### config.mk
export PLATFORM = sky130hd
export DESIGN_NAME = ext_bus_mode_sequencer
export DESIGN_NICKNAME = d
export VERILOG_FILES = /design/src/core/ext_bus_pkg.sv /design/src/core/ext_bus_timer_if.sv /design/src/core/ext_bus_state_timer.sv /design/src/core/ext_bus_sync.sv /design/src/core/ext_bus_mode_sequencer.sv
export VERILOG_INCLUDE_DIRS = /design/src /design/src/core
export SDC_FILE = /design/constraint.sdc
export NUM_CORES = 1
export LEC_CHECK = 0
export ABC_AREA = 1
export BUFFER_PORTS_ARGS = -buffer_cell sky130_fd_sc_hd__clkbuf_2
export CAP_MARGIN = 30
export CELL_PAD_IN_SITES_DETAIL_PLACEMENT = 2
export CELL_PAD_IN_SITES_GLOBAL_PLACEMENT = 2
export CORE_MARGIN = 5
export CORE_UTILIZATION = 25
export CTS_CLUSTER_SIZE = 12
export DETAILED_ROUTE_END_ITERATION = 12
export PLACE_DENSITY_LB_ADDON = 0.08
export RECOVER_POWER = 25
export REMOVE_ABC_BUFFERS = 1
export SLEW_MARGIN = 20
export SYNTH_ARGS = -nofsm -noshare
export SYNTH_HDL_FRONTEND = slang
export SYNTH_SLANG_ARGS = --single-unit
### constraint.sdc
create_clock -name i_clock -period 2.4 [get_ports i_clock]
set_input_delay 0.72 -clock i_clock [delete_from_list [all_inputs] [get_ports i_clock]]
set_output_delay 0.72 -clock i_clock [all_outputs]
set_load 0.01 [all_outputs]
### src/core/ext_bus_consts.svh
// Timing counts, widths and codes shared by the external bus sequencer.
`ifndef EXT_BUS_CONSTS_SVH
`define EXT_BUS_CONSTS_SVH

`define EXT_BUS_ADDR_W        24
`define EXT_BUS_DATA_W        8
`define EXT_BUS_STATE_MIN     4'h2
`define EXT_BUS_STATE_MAX     4'hf
`define EXT_BUS_STATE_RST     4'h2
`define EXT_BUS_MODE_MUX      1'b0
`define EXT_BUS_MODE_STROBE   1'b1
`define EXT_BUS_SWITCH_CYCLES 4'h1

`endif

### src/core/ext_bus_pkg.sv
// Types shared by the external bus sequencer modules.
package ext_bus_pkg;

    // Bus phases of both modes, plus idle and the mode change gap.
    typedef enum logic [3:0] {
        PH_IDLE,
        PH_SWITCH,
        PH_T1,
        PH_T2,
        PH_T3,
        PH_TWAIT,
        PH_T4,
        PH_S0,
        PH_S1,
        PH_S2,
        PH_S3,
        PH_S4,
        PH_S4WAIT,
        PH_S5,
        PH_S6,
        PH_S7
    } phase_t;

endpackage

### src/core/ext_bus_timer_if.sv
// Interface joining the sequencer to its per-state timer.
`timescale 1ns/10ps
interface ext_bus_timer_if;
    logic       load;
    logic [3:0] length;
    logic       half;
    logic       last;

    modport ctrl  (output load, output length, input half, input last);
    modport timer (input load, input length, output half, output last);
endinterface

### src/core/ext_bus_state_timer.sv
// Counts the system clocks of one bus state and flags its middle and its end.
`timescale 1ns/10ps
`include "ext_bus_consts.svh"
module ext_bus_state_timer
(
    // Clock and control.
    input  wire logic       i_clock,
    input  wire logic       i_sys_rst,
    input  wire logic       i_enable,
    // Sequencer side.
    ext_bus_timer_if.timer  tmr
);
    logic [3:0] count_q;
    logic [3:0] count_d;
    logic [3:0] len_q;
    logic [3:0] len_d;

    // Reload on request, otherwise count up to the loaded length.
    always_comb
    begin
        count_d = count_q;
        len_d   = len_q;
        if (tmr.load)
        begin
            count_d = 4'h1;
            len_d   = tmr.length;
        end
        else if (count_q < len_q)
        begin
            count_d = count_q + 4'h1;
        end
    end

    always_ff @(posedge i_clock)
    begin
        if (i_sys_rst)
        begin
            count_q <= 4'h1;
            len_q   <= `EXT_BUS_STATE_RST;
        end
        else if (i_enable)
        begin
            count_q <= count_d;
            len_q   <= len_d;
        end
    end

    // Middle reached once the first half of the state has passed.
    assign tmr.half = (count_q >= (len_q >> 1));
    assign tmr.last = (count_q >= len_q);
endmodule

### src/core/ext_bus_sync.sv
// Two-flop synchroniser for the asynchronous wait and acknowledge pins.
`timescale 1ns/10ps
module ext_bus_sync
(
    // Clock and control.
    input  wire logic i_clock,
    input  wire logic i_sys_rst,
    input  wire logic i_enable,
    // Pin and result.
    input  wire logic i_pin,
    output logic      o_level
);
    logic meta_q;
    logic meta_d;
    logic sync_q;
    logic sync_d;

    // Both stages idle high, the inactive level of the pins.
    always_comb
    begin
        meta_d = i_pin;
        sync_d = meta_q;
    end

    always_ff @(posedge i_clock)
    begin
        if (i_sys_rst)
        begin
            meta_q <= 1'b1;
            sync_q <= 1'b1;
        end
        else if (i_enable)
        begin
            meta_q <= meta_d;
            sync_q <= sync_d;
        end
    end

    assign o_level = sync_q;
endmodule

### src/core/ext_bus_mode_sequencer.sv
// External bus cycle sequencer: multiplexed latch-strobed and strobe-acknowledge modes.
// Behaviour
// - Mux read T1: address on data bus, chip select asserted.
// - Mux cycles: latch pulse high at T1 start, low at T1 middle.
// - Mux read T2: address off data bus, read strobe, memory or port request.
// - Mux write T2: write data replaces address, write strobe asserted.
// - Hold line low before T3 inserts frozen wait states until high.
// - Mux read: capture data at T4 start, negate read strobe, finish.
// - Mux write: negate write strobe at T4, hold buses until T4 ends.
// - Strobe mode runs every cycle through eight states S0 to S7.
// - Strobe read: direction line high in S0.
// - Strobe mode: 24-bit address valid on entering S1.
// - Strobe read: both strobes at S2; nothing changes in S3, S5.
// - Sample acknowledge in S4; add whole-state waits until asserted.
// - Strobe read: capture data and negate strobes entering S7.
// - Strobe write: direction line returned high in S0.
// - Strobe write: address strobe and direction low at S2.
// - Strobe write: data bus driven with write data in S3.
// - Strobe write: data strobe at S4; nothing changes in S5, S6.
// - Strobe write: strobes off entering S7, direction high ending S7.
// - One extra clock when consecutive accesses change mode.
// - Mux T1: low address byte on data bus and on address lines.
// - Each latch-strobed state lasts 2 to 15 system clocks.
`timescale 1ns/10ps
`include "ext_bus_consts.svh"
module ext_bus_mode_sequencer #(
    parameter int ADDR_W = `EXT_BUS_ADDR_W,
    parameter int DATA_W = `EXT_BUS_DATA_W
)
(
    // Clock, reset and enable.
    input  wire logic              i_clock,
    input  wire logic              i_sys_rst,
    input  wire logic              i_enable,
    // Access request from the core.
    input  wire logic              i_req_valid,
    output logic                   o_req_ready,
    input  wire logic              i_req_write,
    input  wire logic              i_req_port,
    input  wire logic              i_req_mode,
    input  wire logic [3:0]        i_req_state_len,
    input  wire logic [ADDR_W-1:0] i_req_addr,
    input  wire logic [DATA_W-1:0] i_req_wdata,
    // Access completion.
    output logic                   o_done,
    output logic [DATA_W-1:0]      o_rdata,
    // Bus pins.
    output logic [ADDR_W-1:0]      o_addr,
    input  wire logic [DATA_W-1:0] i_data,
    output logic [DATA_W-1:0]      o_data,
    output logic                   o_data_oe,
    output logic                   o_chip_select_n,
    output logic                   o_addr_latch,
    output logic                   o_read_n,
    output logic                   o_write_n,
    output logic                   o_memory_request_n,
    output logic                   o_port_request_n,
    output logic                   o_read_not_write,
    output logic                   o_address_strobe_n,
    output logic                   o_data_strobe_n,
    input  wire logic              i_hold_n,
    input  wire logic              i_transfer_acknowledge_n
);
    ext_bus_timer_if tmr ();

    logic hold_n_s;
    logic ack_n_s;

    // Sequencer state.
    ext_bus_pkg::phase_t phase_q;
    ext_bus_pkg::phase_t phase_d;
    logic                mode_q;
    logic                mode_d;
    logic                wr_q;
    logic                wr_d;
    logic                port_q;
    logic                port_d;
    logic [3:0]          len_q;
    logic [3:0]          len_d;
    logic [ADDR_W-1:0]   addr_q;
    logic [ADDR_W-1:0]   addr_d;
    logic [DATA_W-1:0]   wdata_q;
    logic [DATA_W-1:0]   wdata_d;
    logic [DATA_W-1:0]   rdata_q;
    logic [DATA_W-1:0]   rdata_d;
    logic                done_q;
    logic                done_d;
    logic                pend_q;
    logic                pend_d;

    // Bus pin registers.
    logic [DATA_W-1:0]   dout_q;
    logic [DATA_W-1:0]   dout_d;
    logic                doe_q;
    logic                doe_d;
    logic                cs_n_q;
    logic                cs_n_d;
    logic                ale_q;
    logic                ale_d;
    logic                rd_n_q;
    logic                rd_n_d;
    logic                wr_n_q;
    logic                wr_n_d;
    logic                mrq_n_q;
    logic                mrq_n_d;
    logic                preq_n_q;
    logic                preq_n_d;
    logic                rnw_q;
    logic                rnw_d;
    logic                asb_n_q;
    logic                asb_n_d;
    logic                dsb_n_q;
    logic                dsb_n_d;

    // Clamp a requested state length into the legal 2..15 range.
    function automatic logic [3:0] clamp_len(input logic [3:0] len);
        clamp_len = (len < `EXT_BUS_STATE_MIN) ? `EXT_BUS_STATE_MIN : len;
    endfunction

    // Asynchronous pins pass two flops before any logic looks at them.
    ext_bus_sync u_hold_sync (
        .i_clock   (i_clock),
        .i_sys_rst (i_sys_rst),
        .i_enable  (i_enable),
        .i_pin     (i_hold_n),
        .o_level   (hold_n_s)
    );

    ext_bus_sync u_ack_sync (
        .i_clock   (i_clock),
        .i_sys_rst (i_sys_rst),
        .i_enable  (i_enable),
        .i_pin     (i_transfer_acknowledge_n),
        .o_level   (ack_n_s)
    );

    ext_bus_state_timer u_timer (
        .i_clock   (i_clock),
        .i_sys_rst (i_sys_rst),
        .i_enable  (i_enable),
        .tmr       (tmr)
    );

    // A new access is taken only while idle.
    assign o_req_ready = (phase_q == ext_bus_pkg::PH_IDLE);

    // Next phase and pin values; each state lasts one timer period.
    always_comb
    begin
        phase_d    = phase_q;
        mode_d     = mode_q;
        wr_d       = wr_q;
        port_d     = port_q;
        len_d      = len_q;
        addr_d     = addr_q;
        wdata_d    = wdata_q;
        rdata_d    = rdata_q;
        done_d     = 1'b0;
        pend_d     = pend_q;
        dout_d     = dout_q;
        doe_d      = doe_q;
        cs_n_d     = cs_n_q;
        ale_d      = ale_q;
        rd_n_d     = rd_n_q;
        wr_n_d     = wr_n_q;
        mrq_n_d    = mrq_n_q;
        preq_n_d   = preq_n_q;
        rnw_d      = rnw_q;
        asb_n_d    = asb_n_q;
        dsb_n_d    = dsb_n_q;
        tmr.load   = 1'b0;
        tmr.length = len_q;
        case (phase_q)
            ext_bus_pkg::PH_IDLE:
            begin
                if (i_req_valid)
                begin
                    wr_d    = i_req_write;
                    port_d  = i_req_port;
                    len_d   = clamp_len(i_req_state_len);
                    addr_d  = i_req_addr;
                    wdata_d = i_req_wdata;
                    mode_d  = i_req_mode;
                    tmr.load   = 1'b1;
                    tmr.length = clamp_len(i_req_state_len);
                    if (pend_q && (i_req_mode != mode_q))
                    begin
                        tmr.length = `EXT_BUS_SWITCH_CYCLES;
                        phase_d    = ext_bus_pkg::PH_SWITCH;
                    end
                    else if (i_req_mode == `EXT_BUS_MODE_MUX)
                    begin
                        phase_d = ext_bus_pkg::PH_T1;
                        cs_n_d  = 1'b0;
                        ale_d   = 1'b1;
                        dout_d  = i_req_addr[DATA_W-1:0];
                        doe_d   = 1'b1;
                    end
                    else
                    begin
                        phase_d = ext_bus_pkg::PH_S0;
                        cs_n_d  = 1'b0;
                        rnw_d   = 1'b1;
                    end
                    pend_d = 1'b1;
                end
            end
            ext_bus_pkg::PH_SWITCH:
            begin
                // The single gap clock is over; start the access proper.
                if (tmr.last)
                begin
                    tmr.load = 1'b1;
                    cs_n_d   = 1'b0;
                    if (mode_q == `EXT_BUS_MODE_MUX)
                    begin
                        phase_d = ext_bus_pkg::PH_T1;
                        ale_d   = 1'b1;
                        dout_d  = addr_q[DATA_W-1:0];
                        doe_d   = 1'b1;
                    end
                    else
                    begin
                        phase_d = ext_bus_pkg::PH_S0;
                        rnw_d   = 1'b1;
                    end
                end
            end
            ext_bus_pkg::PH_T1:
            begin
                if (tmr.half)
                    ale_d = 1'b0;
                if (tmr.last)
                begin
                    tmr.load = 1'b1;
                    phase_d  = ext_bus_pkg::PH_T2;
                    ale_d    = 1'b0;
                    mrq_n_d  = port_q;
                    preq_n_d = ~port_q;
                    if (wr_q)
                    begin
                        dout_d = wdata_q;
                        wr_n_d = 1'b0;
                    end
                    else
                    begin
                        doe_d  = 1'b0;
                        rd_n_d = 1'b0;
                    end
                end
            end
            ext_bus_pkg::PH_T2:
            begin
                if (tmr.last)
                begin
                    tmr.load = 1'b1;
                    phase_d  = hold_n_s ? ext_bus_pkg::PH_T3 : ext_bus_pkg::PH_TWAIT;
                end
            end
            ext_bus_pkg::PH_TWAIT:
            begin
                // Bus frozen; stay a whole state per wait until the hold releases.
                if (tmr.last)
                begin
                    tmr.load = 1'b1;
                    if (hold_n_s)
                        phase_d = ext_bus_pkg::PH_T3;
                end
            end
            ext_bus_pkg::PH_T3:
            begin
                if (tmr.last)
                begin
                    tmr.load = 1'b1;
                    phase_d  = ext_bus_pkg::PH_T4;
                    if (!wr_q)
                        rdata_d = i_data;
                    rd_n_d = 1'b1;
                    wr_n_d = 1'b1;
                end
            end
            ext_bus_pkg::PH_T4:
            begin
                // Address and data held until the very end of T4.
                if (tmr.last)
                begin
                    phase_d  = ext_bus_pkg::PH_IDLE;
                    done_d   = 1'b1;
                    doe_d    = 1'b0;
                    cs_n_d   = 1'b1;
                    mrq_n_d  = 1'b1;
                    preq_n_d = 1'b1;
                end
            end
            ext_bus_pkg::PH_S0:
            begin
                if (tmr.last)
                begin
                    tmr.load = 1'b1;
                    phase_d  = ext_bus_pkg::PH_S1;
                end
            end
            ext_bus_pkg::PH_S1:
            begin
                if (tmr.last)
                begin
                    tmr.load = 1'b1;
                    phase_d  = ext_bus_pkg::PH_S2;
                    asb_n_d  = 1'b0;
                    if (wr_q)
                        rnw_d = 1'b0;
                    else
                        dsb_n_d = 1'b0;
                end
            end
            ext_bus_pkg::PH_S2:
            begin
                if (tmr.last)
                begin
                    tmr.load = 1'b1;
                    phase_d  = ext_bus_pkg::PH_S3;
                    if (wr_q)
                    begin
                        dout_d = wdata_q;
                        doe_d  = 1'b1;
                    end
                end
            end
            ext_bus_pkg::PH_S3:
            begin
                if (tmr.last)
                begin
                    tmr.load = 1'b1;
                    phase_d  = ext_bus_pkg::PH_S4;
                    if (wr_q)
                        dsb_n_d = 1'b0;
                end
            end
            ext_bus_pkg::PH_S4, ext_bus_pkg::PH_S4WAIT:
            begin
                // The synchronised acknowledge already lags the pin by a clock or more.
                if (tmr.last)
                begin
                    tmr.load = 1'b1;
                    phase_d  = ack_n_s ? ext_bus_pkg::PH_S4WAIT : ext_bus_pkg::PH_S5;
                end
            end
            ext_bus_pkg::PH_S5:
            begin
                if (tmr.last)
                begin
                    tmr.load = 1'b1;
                    phase_d  = ext_bus_pkg::PH_S6;
                end
            end
            ext_bus_pkg::PH_S6:
            begin
                if (tmr.last)
                begin
                    tmr.load = 1'b1;
                    phase_d  = ext_bus_pkg::PH_S7;
                    if (!wr_q)
                        rdata_d = i_data;
                    asb_n_d = 1'b1;
                    dsb_n_d = 1'b1;
                end
            end
            ext_bus_pkg::PH_S7:
            begin
                if (tmr.last)
                begin
                    phase_d = ext_bus_pkg::PH_IDLE;
                    done_d  = 1'b1;
                    rnw_d   = 1'b1;
                    doe_d   = 1'b0;
                    cs_n_d  = 1'b1;
                end
            end
            default:
            begin
                phase_d = ext_bus_pkg::PH_IDLE;
            end
        endcase
    end

    always_ff @(posedge i_clock)
    begin
        if (i_sys_rst)
        begin
            phase_q  <= ext_bus_pkg::PH_IDLE;
            mode_q   <= `EXT_BUS_MODE_MUX;
            wr_q     <= 1'b0;
            port_q   <= 1'b0;
            len_q    <= `EXT_BUS_STATE_RST;
            addr_q   <= '0;
            wdata_q  <= '0;
            rdata_q  <= '0;
            done_q   <= 1'b0;
            pend_q   <= 1'b0;
            dout_q   <= '0;
            doe_q    <= 1'b0;
            cs_n_q   <= 1'b1;
            ale_q    <= 1'b0;
            rd_n_q   <= 1'b1;
            wr_n_q   <= 1'b1;
            mrq_n_q  <= 1'b1;
            preq_n_q <= 1'b1;
            rnw_q    <= 1'b1;
            asb_n_q  <= 1'b1;
            dsb_n_q  <= 1'b1;
        end
        else if (i_enable)
        begin
            phase_q  <= phase_d;
            mode_q   <= mode_d;
            wr_q     <= wr_d;
            port_q   <= port_d;
            len_q    <= len_d;
            addr_q   <= addr_d;
            wdata_q  <= wdata_d;
            rdata_q  <= rdata_d;
            done_q   <= done_d;
            pend_q   <= pend_d;
            dout_q   <= dout_d;
            doe_q    <= doe_d;
            cs_n_q   <= cs_n_d;
            ale_q    <= ale_d;
            rd_n_q   <= rd_n_d;
            wr_n_q   <= wr_n_d;
            mrq_n_q  <= mrq_n_d;
            preq_n_q <= preq_n_d;
            rnw_q    <= rnw_d;
            asb_n_q  <= asb_n_d;
            dsb_n_q  <= dsb_n_d;
        end
    end

    // Registered pins; the address bus holds the latched access address.
    assign o_addr             = addr_q;
    assign o_data             = dout_q;
    assign o_data_oe          = doe_q;
    assign o_chip_select_n    = cs_n_q;
    assign o_addr_latch       = ale_q;
    assign o_read_n           = rd_n_q;
    assign o_write_n          = wr_n_q;
    assign o_memory_request_n = mrq_n_q;
    assign o_port_request_n   = preq_n_q;
    assign o_read_not_write   = rnw_q;
    assign o_address_strobe_n = asb_n_q;
    assign o_data_strobe_n    = dsb_n_q;
    assign o_done             = done_q;
    assign o_rdata            = rdata_q;
endmodule

# Yosys cells after proc, flatten, opt, wreduce, memory -nomap -nowiden

Cells that the tools add are included.

Add/subtract/negate cells: 1
Order comparisons: 4
Equality and inequality tests: 47
Mux-type cells: 73
Bitwise gates (word level): 2
Reduce and logical (&&, ||, !) cells: 32

Operators with widths:

| operator           | number |
|---|---|
| $mux 4             | 21 |
| $mux 8             | 7 |
| $pmux 4 s14        | 1 |
| $ne 2x2->1 const B | 25 |
| $eq 4x4->1 const B | 8 |
| $mux 1             | 29 |
| $pmux 8 s3         | 1 |
| $eq 4x3->1 const B | 4 |
| $reduce_and 16->1  | 1 |
| $reduce_or 13->1   | 1 |
| $pmux 1 s2         | 6 |
| $reduce_and 12->1  | 1 |
| $reduce_and 4->1   | 3 |
| $reduce_bool 3->1  | 4 |
| $ne 2x1->1 const B | 5 |
| $reduce_and 10->1  | 1 |
| $reduce_and 5->1   | 2 |
| $mux 3             | 3 |
| $pmux 1 s3         | 3 |
| $reduce_and 9->1   | 1 |
| $eq 4x2->1 const B | 2 |
| $reduce_and 8->1   | 1 |
| $reduce_bool 2->1  | 4 |
| $reduce_or 2->1    | 4 |
| 19 further kinds   | 21 |

Bits in registers: 83
Input bits: 53
Output and inout port bits: 52
Logic and storage cells: 186

# Longest topological paths before layout

Gate-level depths: netlist (run 1).

Depth in word-level cells: 5
Gate-level depth with buffers: 14
Depth with buffers taken out: 14

# Modules after synthesis

From an unflattened synthesis (run 1), not the netlist that was laid out.

Cell total of the unflattened synthesis: 618
Area total of the unflattened synthesis: 4,220.3 um^2

Modules (own cells, without submodules):

| module                 | instances | cells each | area an instance (um^2) | sequential area each (um^2) |
|---|---|---|---|---|
| ext_bus_mode_sequencer | 1         | 527        | 3,524.6                 | 1,421.4 |
| ext_bus_state_timer    | 1         | 71         | 550.5                   | 160.2 |
| ext_bus_sync           | 2         | 10         | 72.6                    | 40.0 |

# Least setup slack after synthesis (run 1)

OpenSTA, ideal clock, no wires.

Kind: register to register
From: register u_timer.len_q[3]
To: register rdata_q[0] (netlist: o_rdata[0])
Setup time: 116 ps
Arrival time: 1,702 ps
Data required time: 2,284 ps
Path slack: 583 ps
Stages on the path, launching flop included: 11
Buffers on the path: 0
Period minus slack after synthesis: 1,817 ps
Path through: dfxtp_1 inv_1 ha_1 a21oi_1 nand3_1 nand2_1 inv_1 nand2_1 inv_1 nor2_1 nor2_1

Word-level cells in the longest chain between the ends: 2

Ends and longest elaborated chain:

| what                              | RTL line                      | RTL |
|---|---|---|
| start: declaration                | ext_bus_state_timer.sv:15     | `logic [3:0] len_q;` |
| start signal: assignment          | ext_bus_state_timer.sv:39     | `` len_q <= `EXT_BUS_STATE_RST; `` |
| start signal: assignment          | ext_bus_state_timer.sv:44     | `len_q <= len_d;` |
| $ge 4x4->1                        | ext_bus_state_timer.sv:50     | `assign tmr.last = (count_q >= len_q);` |
| $reduce_and 4->1 (no source line) | n/a                           |  |
| end signal: assignment            | ext_bus_mode_sequencer.sv:421 | `rdata_q <= rdata_d;` |
| end: declaration                  | ext_bus_mode_sequencer.sv:84  | `logic [DATA_W-1:0] rdata_q;` |

No other way between the ends.
A chain may end at the register's enable or synchronous reset.

# Worst setup path in the final report (run 1)

From: register phase_q[0]
To: output o_req_ready

Word-level cells in the longest chain between the ends: 1

Ends and longest elaborated chain:

| what                     | RTL line                      | RTL |
|---|---|---|
| start: declaration       | ext_bus_mode_sequencer.sv:70  | `ext_bus_pkg::phase_t phase_q;` |
| start signal: assignment | ext_bus_mode_sequencer.sv:390 | `phase_q <= ext_bus_pkg::PH_IDLE;` |
| start signal: assignment | ext_bus_mode_sequencer.sv:414 | `phase_q <= phase_d;` |
| $logic_not 4->1          | ext_bus_mode_sequencer.sv:145 | `assign o_req_ready = (phase_q == ext_bus_pkg::PH_IDLE);` |
| end: declaration         | ext_bus_mode_sequencer.sv:37  | `output logic o_req_ready,` |

No other way between the ends.

==> flow_metrics.tcl, run 1 <==
set metrics [dict create \
    p_leak_nw 2.40 \
    p_sw_frac 0.411 \
    clock-sinks 83 \
    place_hpwl_mm 11.2 \
    synth_area_leaders "dfxtp_1 (41%), nand2_1 (11%), nor2_1 (9.9%)" \
    gr-total-overflow 0 \
    path_cells "nor2_2 -> nand2_4 -> inv_4 -> clkbuf_2" \
    crit_path_max_incr_delay_ns 0.38 \
    grt.total_usage 0.164 \
    seq_area_sq_mm 0.00166 \
    instances_no_fill 915 \
    clk_pin_slew_ns 0.06 \
    cp-endpoint "o_req_ready" \
    synth_cell_types 29 \
    nets 755 \
    clkPwrFrac 0.265 \
    drv_slew 0 \
    syn_to_final_growth_pct 25.5 \
    wirelength_mm 14.7 \
    finClkSkew_ns 0.00516 \
    reg2reg_to "o_rdata[5]$_SDFFE_PP0P_" \
    grt_pass1_vias 4740 \
    synth_most_common_cell "nand2_1" \
    yosys-top-cells-count "nand2_1 (122), nor2_1 (106), dfxtp_1 (83)" \
    fin_crit_sh 0.902 \
    dpl.cell_count 898 \
    grt_antenna_before_repair 0 \
    grt_pass1_wl_mm 24.0 \
    ys_seq_area_frac 0.413 \
    crit_path_end_kind "primary output" \
    netlist_instances 593 \
    initialDrtViolationCount 97 \
    final_layout_size_suffix_gt1_frac 0.179 \
    fp.dieArea_sq_mm 0.0187 \
    synth-edff-count 0 \
    wl_per_cell_microns 16.0 \
    ys_async_sr_fraction 0 \
    run_status "complete, no violations" \
    powerDensity_mw_per_mm2 1120 \
    internal-power_mw 3.33 \
    max_slew_margin 0.420 \
    root_buffer "clkbuf_16" \
    rsz0062_at_grt "false" \
    h-tree-depth 3 \
    tightest_slew_ns 0.871 \
    critPathSlowestCell "dfxtp_1" \
    portBuffers 104 \
    switchingPower_mw 2.32 \
    cts_buffer_depth 2 \
    setup_viol 0 \
    preCtsSetupSlack_ns 0.0752 \
    max_freq_mhz 462 \
    cap_violations 0 \
    whs_ns 0.459 \
    comb_power_share 0.397 \
    required_ns 1.68 \
    clk_latency_ns 0.34 \
    yosys_warnings 0 \
    via_per_inst 4.62 \
    ys_ff_latch 83 \
    yosysTopAreaCellShare 0.413 \
    die_x_microns 137 \
    worst_slack_ns 0.236 \
    drcViolationCount 0 \
    syn_area_per_cell_sq_um 6.78 \
    num_vias 4226 \
    setup.worst_path.class "flip-flop to primary output" \
    core_sq_mm 0.0158 \
    synth_flop_cell "dfxtp_1" \
    syn-cell-area_sq_mm 0.00402 \
    ios 105 \
    cp.arrival_ns 1.44 \
    period_needed_ns 2.16 \
    grt_max_degree 60 \
    dr.pass1.iters 4 \
    cp-start-kind "flip-flop" \
    hp-class "flip-flop to flip-flop" \
    r2r_setup_slack_ns 0.31 \
    dieHeight_microns 137 \
    ff2ff_path_depth 10 \
    path_max_fanout 9 \
    antennaDiodeCount 0 \
    cts_setup_buffers 0 \
    ant_nets 0 \
    synth_largest_area_cell "dfxtp_1" \
    multi_input_area_sq_mm 0.00198 \
    gp_congestion 0.837 \
    rows 46 \
    nFillCells 1945 \
    start_util 0.254 \
    power_frac_seq 0.339 \
    worstSetupStartpoint "phase_q[0]$_SDFFE_PP0P_" \
    fin_util 0.319 \
    reg2reg_from "u_timer.len_q[3]$_SDFFE_PP0P_" \
    tns_ns 0 \
    cts_tree "built" \
    ir_worst_vdd_v 0.000372 \
    hold_viol_final 0 \
    hold_buffers 0 \
    cts_made_buffers 9 \
]
==> registers in the layout, indices dropped and copies added, names as in the netlist, 4 cells and up <==
signal           flops
u_timer.len_q        4
o_rdata              8
len_q                4
phase_q              4
o_addr              24
o_data               8
wdata_q              8
u_timer.count_q      4
==> layer usage <==
| layer | global-route usage | up-vias | routed length, microns |
|---|---|---|---|
| met5 | 0 | - | 0 |
| met4 | 0.0482 | 0 | 173 |
| met3 | 0.0364 | 10 | 594 |
| met2 | 0.284 | 73 | 7250 |
| li1 | - | 2111 | - |
| met1 | 0.205 | 2032 | 6640 |
==> worst max-delay path: cells and delay by family, from the launching register on <==
kind	cells	cell delay (ns)
AND/OR/NAND/NOR	2	0.44
flip-flops	1	0.38
buffers and inverters	2	0.28
==> worst min path at each step <==
| stage | start | end | slack (ns) | cells past startpoint |
|---|---|---|---|---|
| 6_report | wdata_q[1]$_SDFFE_PP0P_ | wdata_q[1]$_SDFFE_PP0P_ | 0.46 | 2 |
| 4_1_cts | wdata_q[5]$_SDFFE_PP0P_ | wdata_q[5]$_SDFFE_PP0P_ | 0.47 | 2 |
| 2_1_floorplan | len_q[2]$_SDFFE_PP0P_ | len_q[2]$_SDFFE_PP0P_ | 0.43 | 2 |
| 3_3_place_gp | wdata_q[3]$_SDFFE_PP0P_ | wdata_q[3]$_SDFFE_PP0P_ | 0.44 | 2 |
| 5_1_grt | wdata_q[5]$_SDFFE_PP0P_ | wdata_q[5]$_SDFFE_PP0P_ | 0.49 | 2 |
| 3_5_place_dp | wdata_q[6]$_SDFFE_PP0P_ | wdata_q[6]$_SDFFE_PP0P_ | 0.45 | 2 |
==> final cells by class <==
| cell class | instances | area share |
|---|---|---|
| multi-input combinational | 415 | 0.393 |
| sequential | 83 | 0.329 |
| inverter | 75 | 0.0563 |
| tap | 216 | 0.0535 |
| clock inverter | 5 | 0.0154 |
| clock buffer | 11 | 0.0461 |
| timing repair buffer | 110 | 0.107 |
==> cell usage in the layout, fill, tap and decap left out, types with 2 or more instances in the layout <==
| master | instances |
|---|---|
| clkinv_2 | 2 |
| inv_2 | 8 |
| o211ai_1 | 2 |
| ha_1 | 8 |
| nor3_1 | 2 |
| nor2_4 | 3 |
| nand3_2 | 2 |
| o221ai_1 | 8 |
| nand3_1 | 37 |
| a21oi_1 | 34 |
| bufinv_16 | 2 |
| buf_4 | 4 |
| dfxtp_1 | 83 |
| inv_1 | 65 |
| clkbuf_1 | 32 |
| clkbuf_2 | 75 |
| nor2_1 | 106 |
| clkbuf_16 | 9 |
| nand4_1 | 10 |
| o21a_1 | 2 |
| nand2_1 | 121 |
| o21ai_0 | 60 |
| o22ai_1 | 2 |
| nor2_2 | 6 |
| nand2_2 | 7 |
==> cells by family after synthesis <==
| family | after synthesis | synth area share |
|---|---|---|
| flops | 83 | 0.413 |
| buf+inv | 95 | 0.0942 |
| fa+ha+maj | 8 | 0.0249 |
| simple gates | 297 | 0.318 |
| compound gates | 110 | 0.150 |
==> stage by stage <==
stage / cell area [sq um] / power, mW
CTS: 5070 / 5.79
floorplan: 3930 / 3.34
global route: 5050 / 6.14
global placement: 4760 / 4.13
detailed placement: 4760 / 4.25
finish: 5050 / 5.65
==> power groups by stage <==
stage	Clock (mW)	Combinational [mW]	Sequential (mW)
finish	1.50	2.24	1.92
global route	1.62	2.56	1.96
CTS	1.55	2.31	1.92
detailed placement	0	2.30	1.95
global placement	0	2.20	1.94
floorplan	0	1.35	1.99
==> timing repair <==
action | 4_1_cts | 5_1_grt
endpoints found under the setup margin | 0 | 7
endpoints found under the hold margin | 0 | 0
gates resized for setup | 0 | 1
(Power assumes the default switching activity.)
==> inputs of run 2 (changes only) <==
--- a/config.mk
+++ b/config.mk
@@ -13,7 +13,7 @@
 export CELL_PAD_IN_SITES_GLOBAL_PLACEMENT = 2
 export CORE_MARGIN = 5
 export CORE_UTILIZATION = 25
-export CTS_CLUSTER_SIZE = 12
+export CTS_CLUSTER_SIZE = 16
 export DETAILED_ROUTE_END_ITERATION = 12
 export PLACE_DENSITY_LB_ADDON = 0.08
 export RECOVER_POWER = 25
@@ -21,4 +21,5 @@
 export SLEW_MARGIN = 20
 export SYNTH_ARGS = -nofsm -noshare
 export SYNTH_HDL_FRONTEND = slang
+export SYNTH_HIERARCHICAL = 1
 export SYNTH_SLANG_ARGS = --single-unit
==> run 2 against run 1 <==
Compared with the run above: critical path depth increased by 1; sequential share of layout area shrank 2.4 points; synthesized area rose by 4.9%; fmax fell by 4.8%; total power up 14%; synthesized cell count increased by 4.2%; critical path type unchanged; largest cell class unchanged.
==> flow_metrics.tcl, run 2 <==
set metrics [dict create \
    num_vias 4508 \
    multi_input_area_sq_mm 0.00224 \
    synth_largest_area_cell "dfxtp_1" \
    crit_path_end_kind "primary output" \
    grt.total_usage 0.168 \
    ys_ff_latch 83 \
    wl_per_cell_microns 16.9 \
    hold-path-cell-count 2 \
    yosys_warnings 6 \
    syn_to_final_growth_pct 29.1 \
    ys_seq_area_frac 0.394 \
    worstHoldStart "len_q[2]$_SDFFE_PP0P_" \
    seq_area_sq_mm 0.00166 \
    drv_slew 0 \
    final_layout_size_suffix_gt1_frac 0.221 \
    netlist_instances 618 \
    grt_max_degree 30 \
    ys_async_sr_fraction 0 \
    instances_no_fill 966 \
    hold_viol_final 0 \
    dr.pass1.iters 4 \
    syn_area_per_cell_sq_um 6.83 \
    reg2reg_to "o_rdata[1]$_SDFFE_PP0P_" \
    largest_register_ffs 24 \
    p_leak_nw 2.63 \
    clock-sinks 83 \
    initialDrtViolationCount 124 \
    yosys-top-cells-count "nor2_1 (125), nand2_1 (121), dfxtp_1 (83)" \
    clk_latency_ns 0.34 \
    ff2ff_path_depth 15 \
    via_per_inst 4.67 \
    portBuffers 104 \
    fp.dieArea_sq_mm 0.0196 \
    drcViolationCount 0 \
    fin_crit_sh 0.947 \
    cts_buffer_depth 2 \
    grt_antenna_before_repair 0 \
    layout_commonest_cell "nor2_1" \
    gr-total-overflow 0 \
    antennaDiodeCount 0 \
    dpl.cell_count 950 \
    ant_nets 0 \
    synth_most_common_cell "nor2_1" \
    start_util 0.254 \
    yosysTopAreaCellShare 0.394 \
    core_sq_mm 0.0166 \
    gp_congestion 0.886 \
    required_ns 1.68 \
    h-tree-depth 3 \
    hp-class "flip-flop to flip-flop" \
    r2r_setup_slack_ns 0.18 \
    synth_area_leaders "dfxtp_1 (39%), nor2_1 (11%), nand2_1 (11%)" \
    whs_ns 0.456 \
    ios 105 \
    synth_flop_cell "dfxtp_1" \
    finClkSkew_ns 0.00760 \
    grt_pass1_wl_mm 26.3 \
    powerDensity_mw_per_mm2 1180 \
    path_max_fanout 9 \
    grt_pass1_vias 5017 \
    period_needed_ns 2.27 \
    min_to "len_q[2]$_SDFFE_PP0P_" \
    wirelength_mm 16.3 \
    syn-cell-area_sq_mm 0.00422 \
    run_status "complete, no violations" \
    p_total_mw 6.42 \
    place_hpwl_mm 13.1 \
    cp.arrival_ns 1.55 \
    ir_worst_vdd_v 0.000397 \
    rows 47 \
    reg2reg_from "u_timer/len_q[1]$_SDFFE_PP1P_" \
    cts_tree "built" \
    die_x_microns 140 \
    max_freq_mhz 440 \
    layout_common_cells "nor2_1 (124), nand2_1 (120), dfxtp_1 (83)" \
    max_slew_margin 0.679 \
    setup.worst_path.class "flip-flop to primary output" \
    dieHeight_microns 140 \
    setup_viol 0 \
    cts_made_buffers 9 \
    tightest_slew_ns 0.481 \
    cap_violations 0 \
    nets 802 \
    clk_pin_slew_ns 0.07 \
    cp-start-kind "flip-flop" \
    tns_ns 0 \
    cts_setup_buffers 0 \
    synth_cell_types 37 \
    nFillCells 2079 \
    root_buffer "clkbuf_16" \
    synth-edff-count 0 \
]
run 2: power by group:
part	internal, mW	switching, mW
clock network	0.826	0.642
logic	1.02	1.96
registers	1.73	0.254
total	3.57	2.86
run 2: layout make-up:
class,instances,share of cell area
multi-input combinational,455,0.410
sequential,83,0.305
timing repair buffer,132,0.136
tap,220,0.0505
inverter,60,0.0420
clock buffer,9,0.0413
clock inverter,7,0.0152
run 2: critical path, cell delays in order, from the launching register on:
cell and delay (ns):
dfxtp_1 0.44, buf_4 0.21, nor2_4 0.15, nand2_2 0.13, inv_2 0.13, clkbuf_2 0.15
run 2: kinds of logic (layout without fill, tap and decap cells):
family,after synthesis,count (layout),share of synthesized area
fa+ha+maj,8,8,0.0237
compound gates,113,113,0.146
buf+inv,80,208,0.0818
xor+xnor,1,1,0.00208
flops,83,83,0.394
simple gates,333,333,0.353
run 2: through the flow:
step	utilization	instance area [sq um]	worst slack, ns
after floorplan	-	4100	0.371
after global placement	0.311	5160	0.234
after detailed placement	0.311	5160	0.123
after CTS	0.330	5470	0.0745
after global routing	0.329	5450	-0.0268
final	0.329	5450	0.127
run 2: worst max-delay path by stage:
stage	from	endpoint	slack, ns	cells after the start
after floorplan	u_timer/len_q[3]$_SDFFE_PP0P_	o_rdata[0]$_SDFFE_PP0P_	0.37	13
after global placement	u_timer/len_q[3]$_SDFFE_PP0P_	o_rdata[0]$_SDFFE_PP0P_	0.23	13
after detailed placement	u_timer/len_q[3]$_SDFFE_PP0P_	o_rdata[1]$_SDFFE_PP0P_	0.12	13
after CTS	u_timer/len_q[3]$_SDFFE_PP0P_	o_rdata[1]$_SDFFE_PP0P_	0.07	13
after global routing	u_timer/len_q[1]$_SDFFE_PP1P_	o_rdata[1]$_SDFFE_PP0P_	-0.03	15
final	phase_q[1]$_SDFFE_PP0P_	o_req_ready	0.13	5
run 2: per-layer routing:
layer,up-vias,share of wire,GRT usage
met2,66,0.50,0.294
met1,2197,0.45,0.208
met4,0,0.0069,0.0367
met5,-,0,0
li1,2238,-,-
met3,7,0.037,0.0429
run 2: repair_timing:
item / CTS / global route
gates resized for setup: 0 / 5
hold buffers: 0 / 0
setup endpoints to repair: 0 / 12
==> inputs of run 3 (changes only) <==
--- a/config.mk
+++ b/config.mk
@@ -17,7 +17,6 @@
 export DETAILED_ROUTE_END_ITERATION = 12
 export PLACE_DENSITY_LB_ADDON = 0.08
 export RECOVER_POWER = 25
-export REMOVE_ABC_BUFFERS = 1
 export SLEW_MARGIN = 20
 export SYNTH_ARGS = -nofsm -noshare
 export SYNTH_HDL_FRONTEND = slang
==> run 3 against run 2 <==
Compared with the run above: via count is 0.95% lower; highest routed layer is now met5; global-route usage down 0.41 points; first-iteration DRC count grew 35%.
==> flow_metrics.tcl, run 3 (same netlist as run 2, synthesis figures left out) <==
set metrics [dict create \
    grt.total_usage 0.164 \
    final_layout_size_suffix_gt1_frac 0.212 \
    hold_viol_final 0 \
    cp_num_buf_inv 3 \
    rows 47 \
    syn_nets 679 \
    p_total_mw 6.31 \
    fp.dieArea_sq_mm 0.0196 \
    cts_tree "built" \
    root_buffer "clkbuf_16" \
    required_ns 1.68 \
    ant_nets 0 \
    via_per_inst 4.67 \
    run_status "complete, no violations" \
    layout_commonest_cell "nor2_1" \
    wirelength_mm 16.0 \
    powerDensity_mw_per_mm2 1180 \
    preCtsSetupSlack_ns 0.105 \
    core_sq_mm 0.0166 \
    cp_top_family "buffers and inverters" \
    placed_area_sq_mm 0.00504 \
    gr-total-overflow 0 \
    tns_ns 0 \
    grt_pass1_vias 4856 \
    crit_path_max_incr_delay_ns 0.40 \
    portBuffers 104 \
    drcViolationCount 0 \
    cts_made_buffers 9 \
    wl_per_cell_microns 16.7 \
    dr.pass1.iters 4 \
    clk_pin_slew_ns 0.06 \
    whs_ns 0.448 \
    critPathSlowestCell "dfxtp_1" \
    nFillCells 2068 \
    die_x_microns 140 \
    dpl.cell_count 937 \
    layout_common_cells "nor2_1 (124), nand2_1 (119), dfxtp_1 (83)" \
    max_freq_mhz 449 \
    period_needed_ns 2.23 \
    largest_register_ffs 24 \
    num_vias 4465 \
    tightest_slew_ns 0.632 \
    gp_congestion 0.853 \
    seq_area_sq_mm 0.00166 \
    finClkSkew_ns 0.00608 \
    max_slew_margin 0.578 \
    drv_slew 0 \
    clock-sinks 83 \
    start_util 0.254 \
    cap_violations 0 \
    fin_crit_sh 0.929 \
    setup_viol 0 \
    r2r_setup_slack_ns 0.18 \
    grt_pass1_wl_mm 25.8 \
    path_cells "buf_4 -> nor2_4 -> nand2_2 -> inv_2 -> clkbuf_2" \
    hp-class "flip-flop to flip-flop" \
    crit_path_end_kind "primary output" \
    p_leak_nw 2.57 \
    syn_to_final_growth_pct 27.0 \
    fin_util 0.323 \
    worst_slack_ns 0.171 \
    multi_input_area_sq_mm 0.00224 \
    setup.worst_path.class "flip-flop to primary output" \
    cts_buffer_depth 2 \
    nets 792 \
    clk_latency_ns 0.34 \
    initialDrtViolationCount 168 \
    stdcell_area_sq_mm 0.00536 \
    cp.arrival_ns 1.51 \
    h-tree-depth 3 \
    antennaDiodeCount 0 \
    dieHeight_microns 140 \
    cp-start-kind "flip-flop" \
    path_max_fanout 6 \
    ir_worst_vdd_v 0.000361 \
    instances_no_fill 956 \
    ios 105 \
    place_hpwl_mm 12.3 \
    grt_antenna_before_repair 1 \
    grt_max_degree 62 \
]
run 3: cell types whose count changed in the layout (fill, tap and decap cells not counted), sizes merged:
cell and change:
clkinv +3, nand2 +1, clkinvlp -1, buf -10, clkbuf +1, inv -4
run 3: final cells by class:
cell class / count / share of cell area
repair buffers: 121 / 0.121
clock buffers: 11 / 0.0453
flip-flops and latches: 83 / 0.310
clock inverters: 5 / 0.0112
multi-input cells: 456 / 0.418
inverters: 60 / 0.0432
well taps: 220 / 0.0513
run 3: final timing paths:
| check | from | endpoint | cells after the start |
|---|---|---|---|
| min reg2reg | len_q[2]$_SDFFE_PP0P_ | len_q[2]$_SDFFE_PP0P_ | 2 |
| max | phase_q[0]$_SDFFE_PP0P_ | o_req_ready | 5 |
| min | len_q[2]$_SDFFE_PP0P_ | len_q[2]$_SDFFE_PP0P_ | 2 |
| max reg2reg | u_timer/len_q[1]$_SDFFE_PP1P_ | o_rdata[1]$_SDFFE_PP0P_ | 15 |
run 3: report_power, final:
group          leakage, nW  switching (mW)  internal, mW  total [mW]
clock                0.146           0.586         0.839        1.43
sequential           0.680           0.248          1.73        1.97
combinational         1.74            1.94         0.969        2.91
run 3: worst reg2reg max path, cell delays in order, from the launching register on:
cell	delay, ns
dfxtp_1	0.34
inv_1	0.06
ha_1	0.31
nand2_1	0.08
nand2_1	0.08
nand2_2	0.07
nand2_1	0.09
a31o_4	0.16
nand2_1	0.11
inv_2	0.11
nand3_1	0.12
nand2_2	0.14
nand2_4	0.09
buf_4	0.15
o21ai_0	0.14
nor2_1	0.06
run 3: timing repair:
| item | CTS | global route |
|---|---|---|
| resized for setup | 0 | 7 |
| endpoints found under the setup margin | 0 | 14 |
| hold buffers | 0 | 0 |
| setup buffers | 0 | 2 |
run 3: layer usage:
| layer | up-vias | track usage | part of all wire |
|---|---|---|---|
| li1 | 2208 | - | - |
| met1 | 2165 | 0.203 | 0.45 |
| met2 | 71 | 0.283 | 0.50 |
| met3 | 19 | 0.0382 | 0.036 |
| met4 | 2 | 0.0505 | 0.016 |
| met5 | - | 0 | 0.00063 |
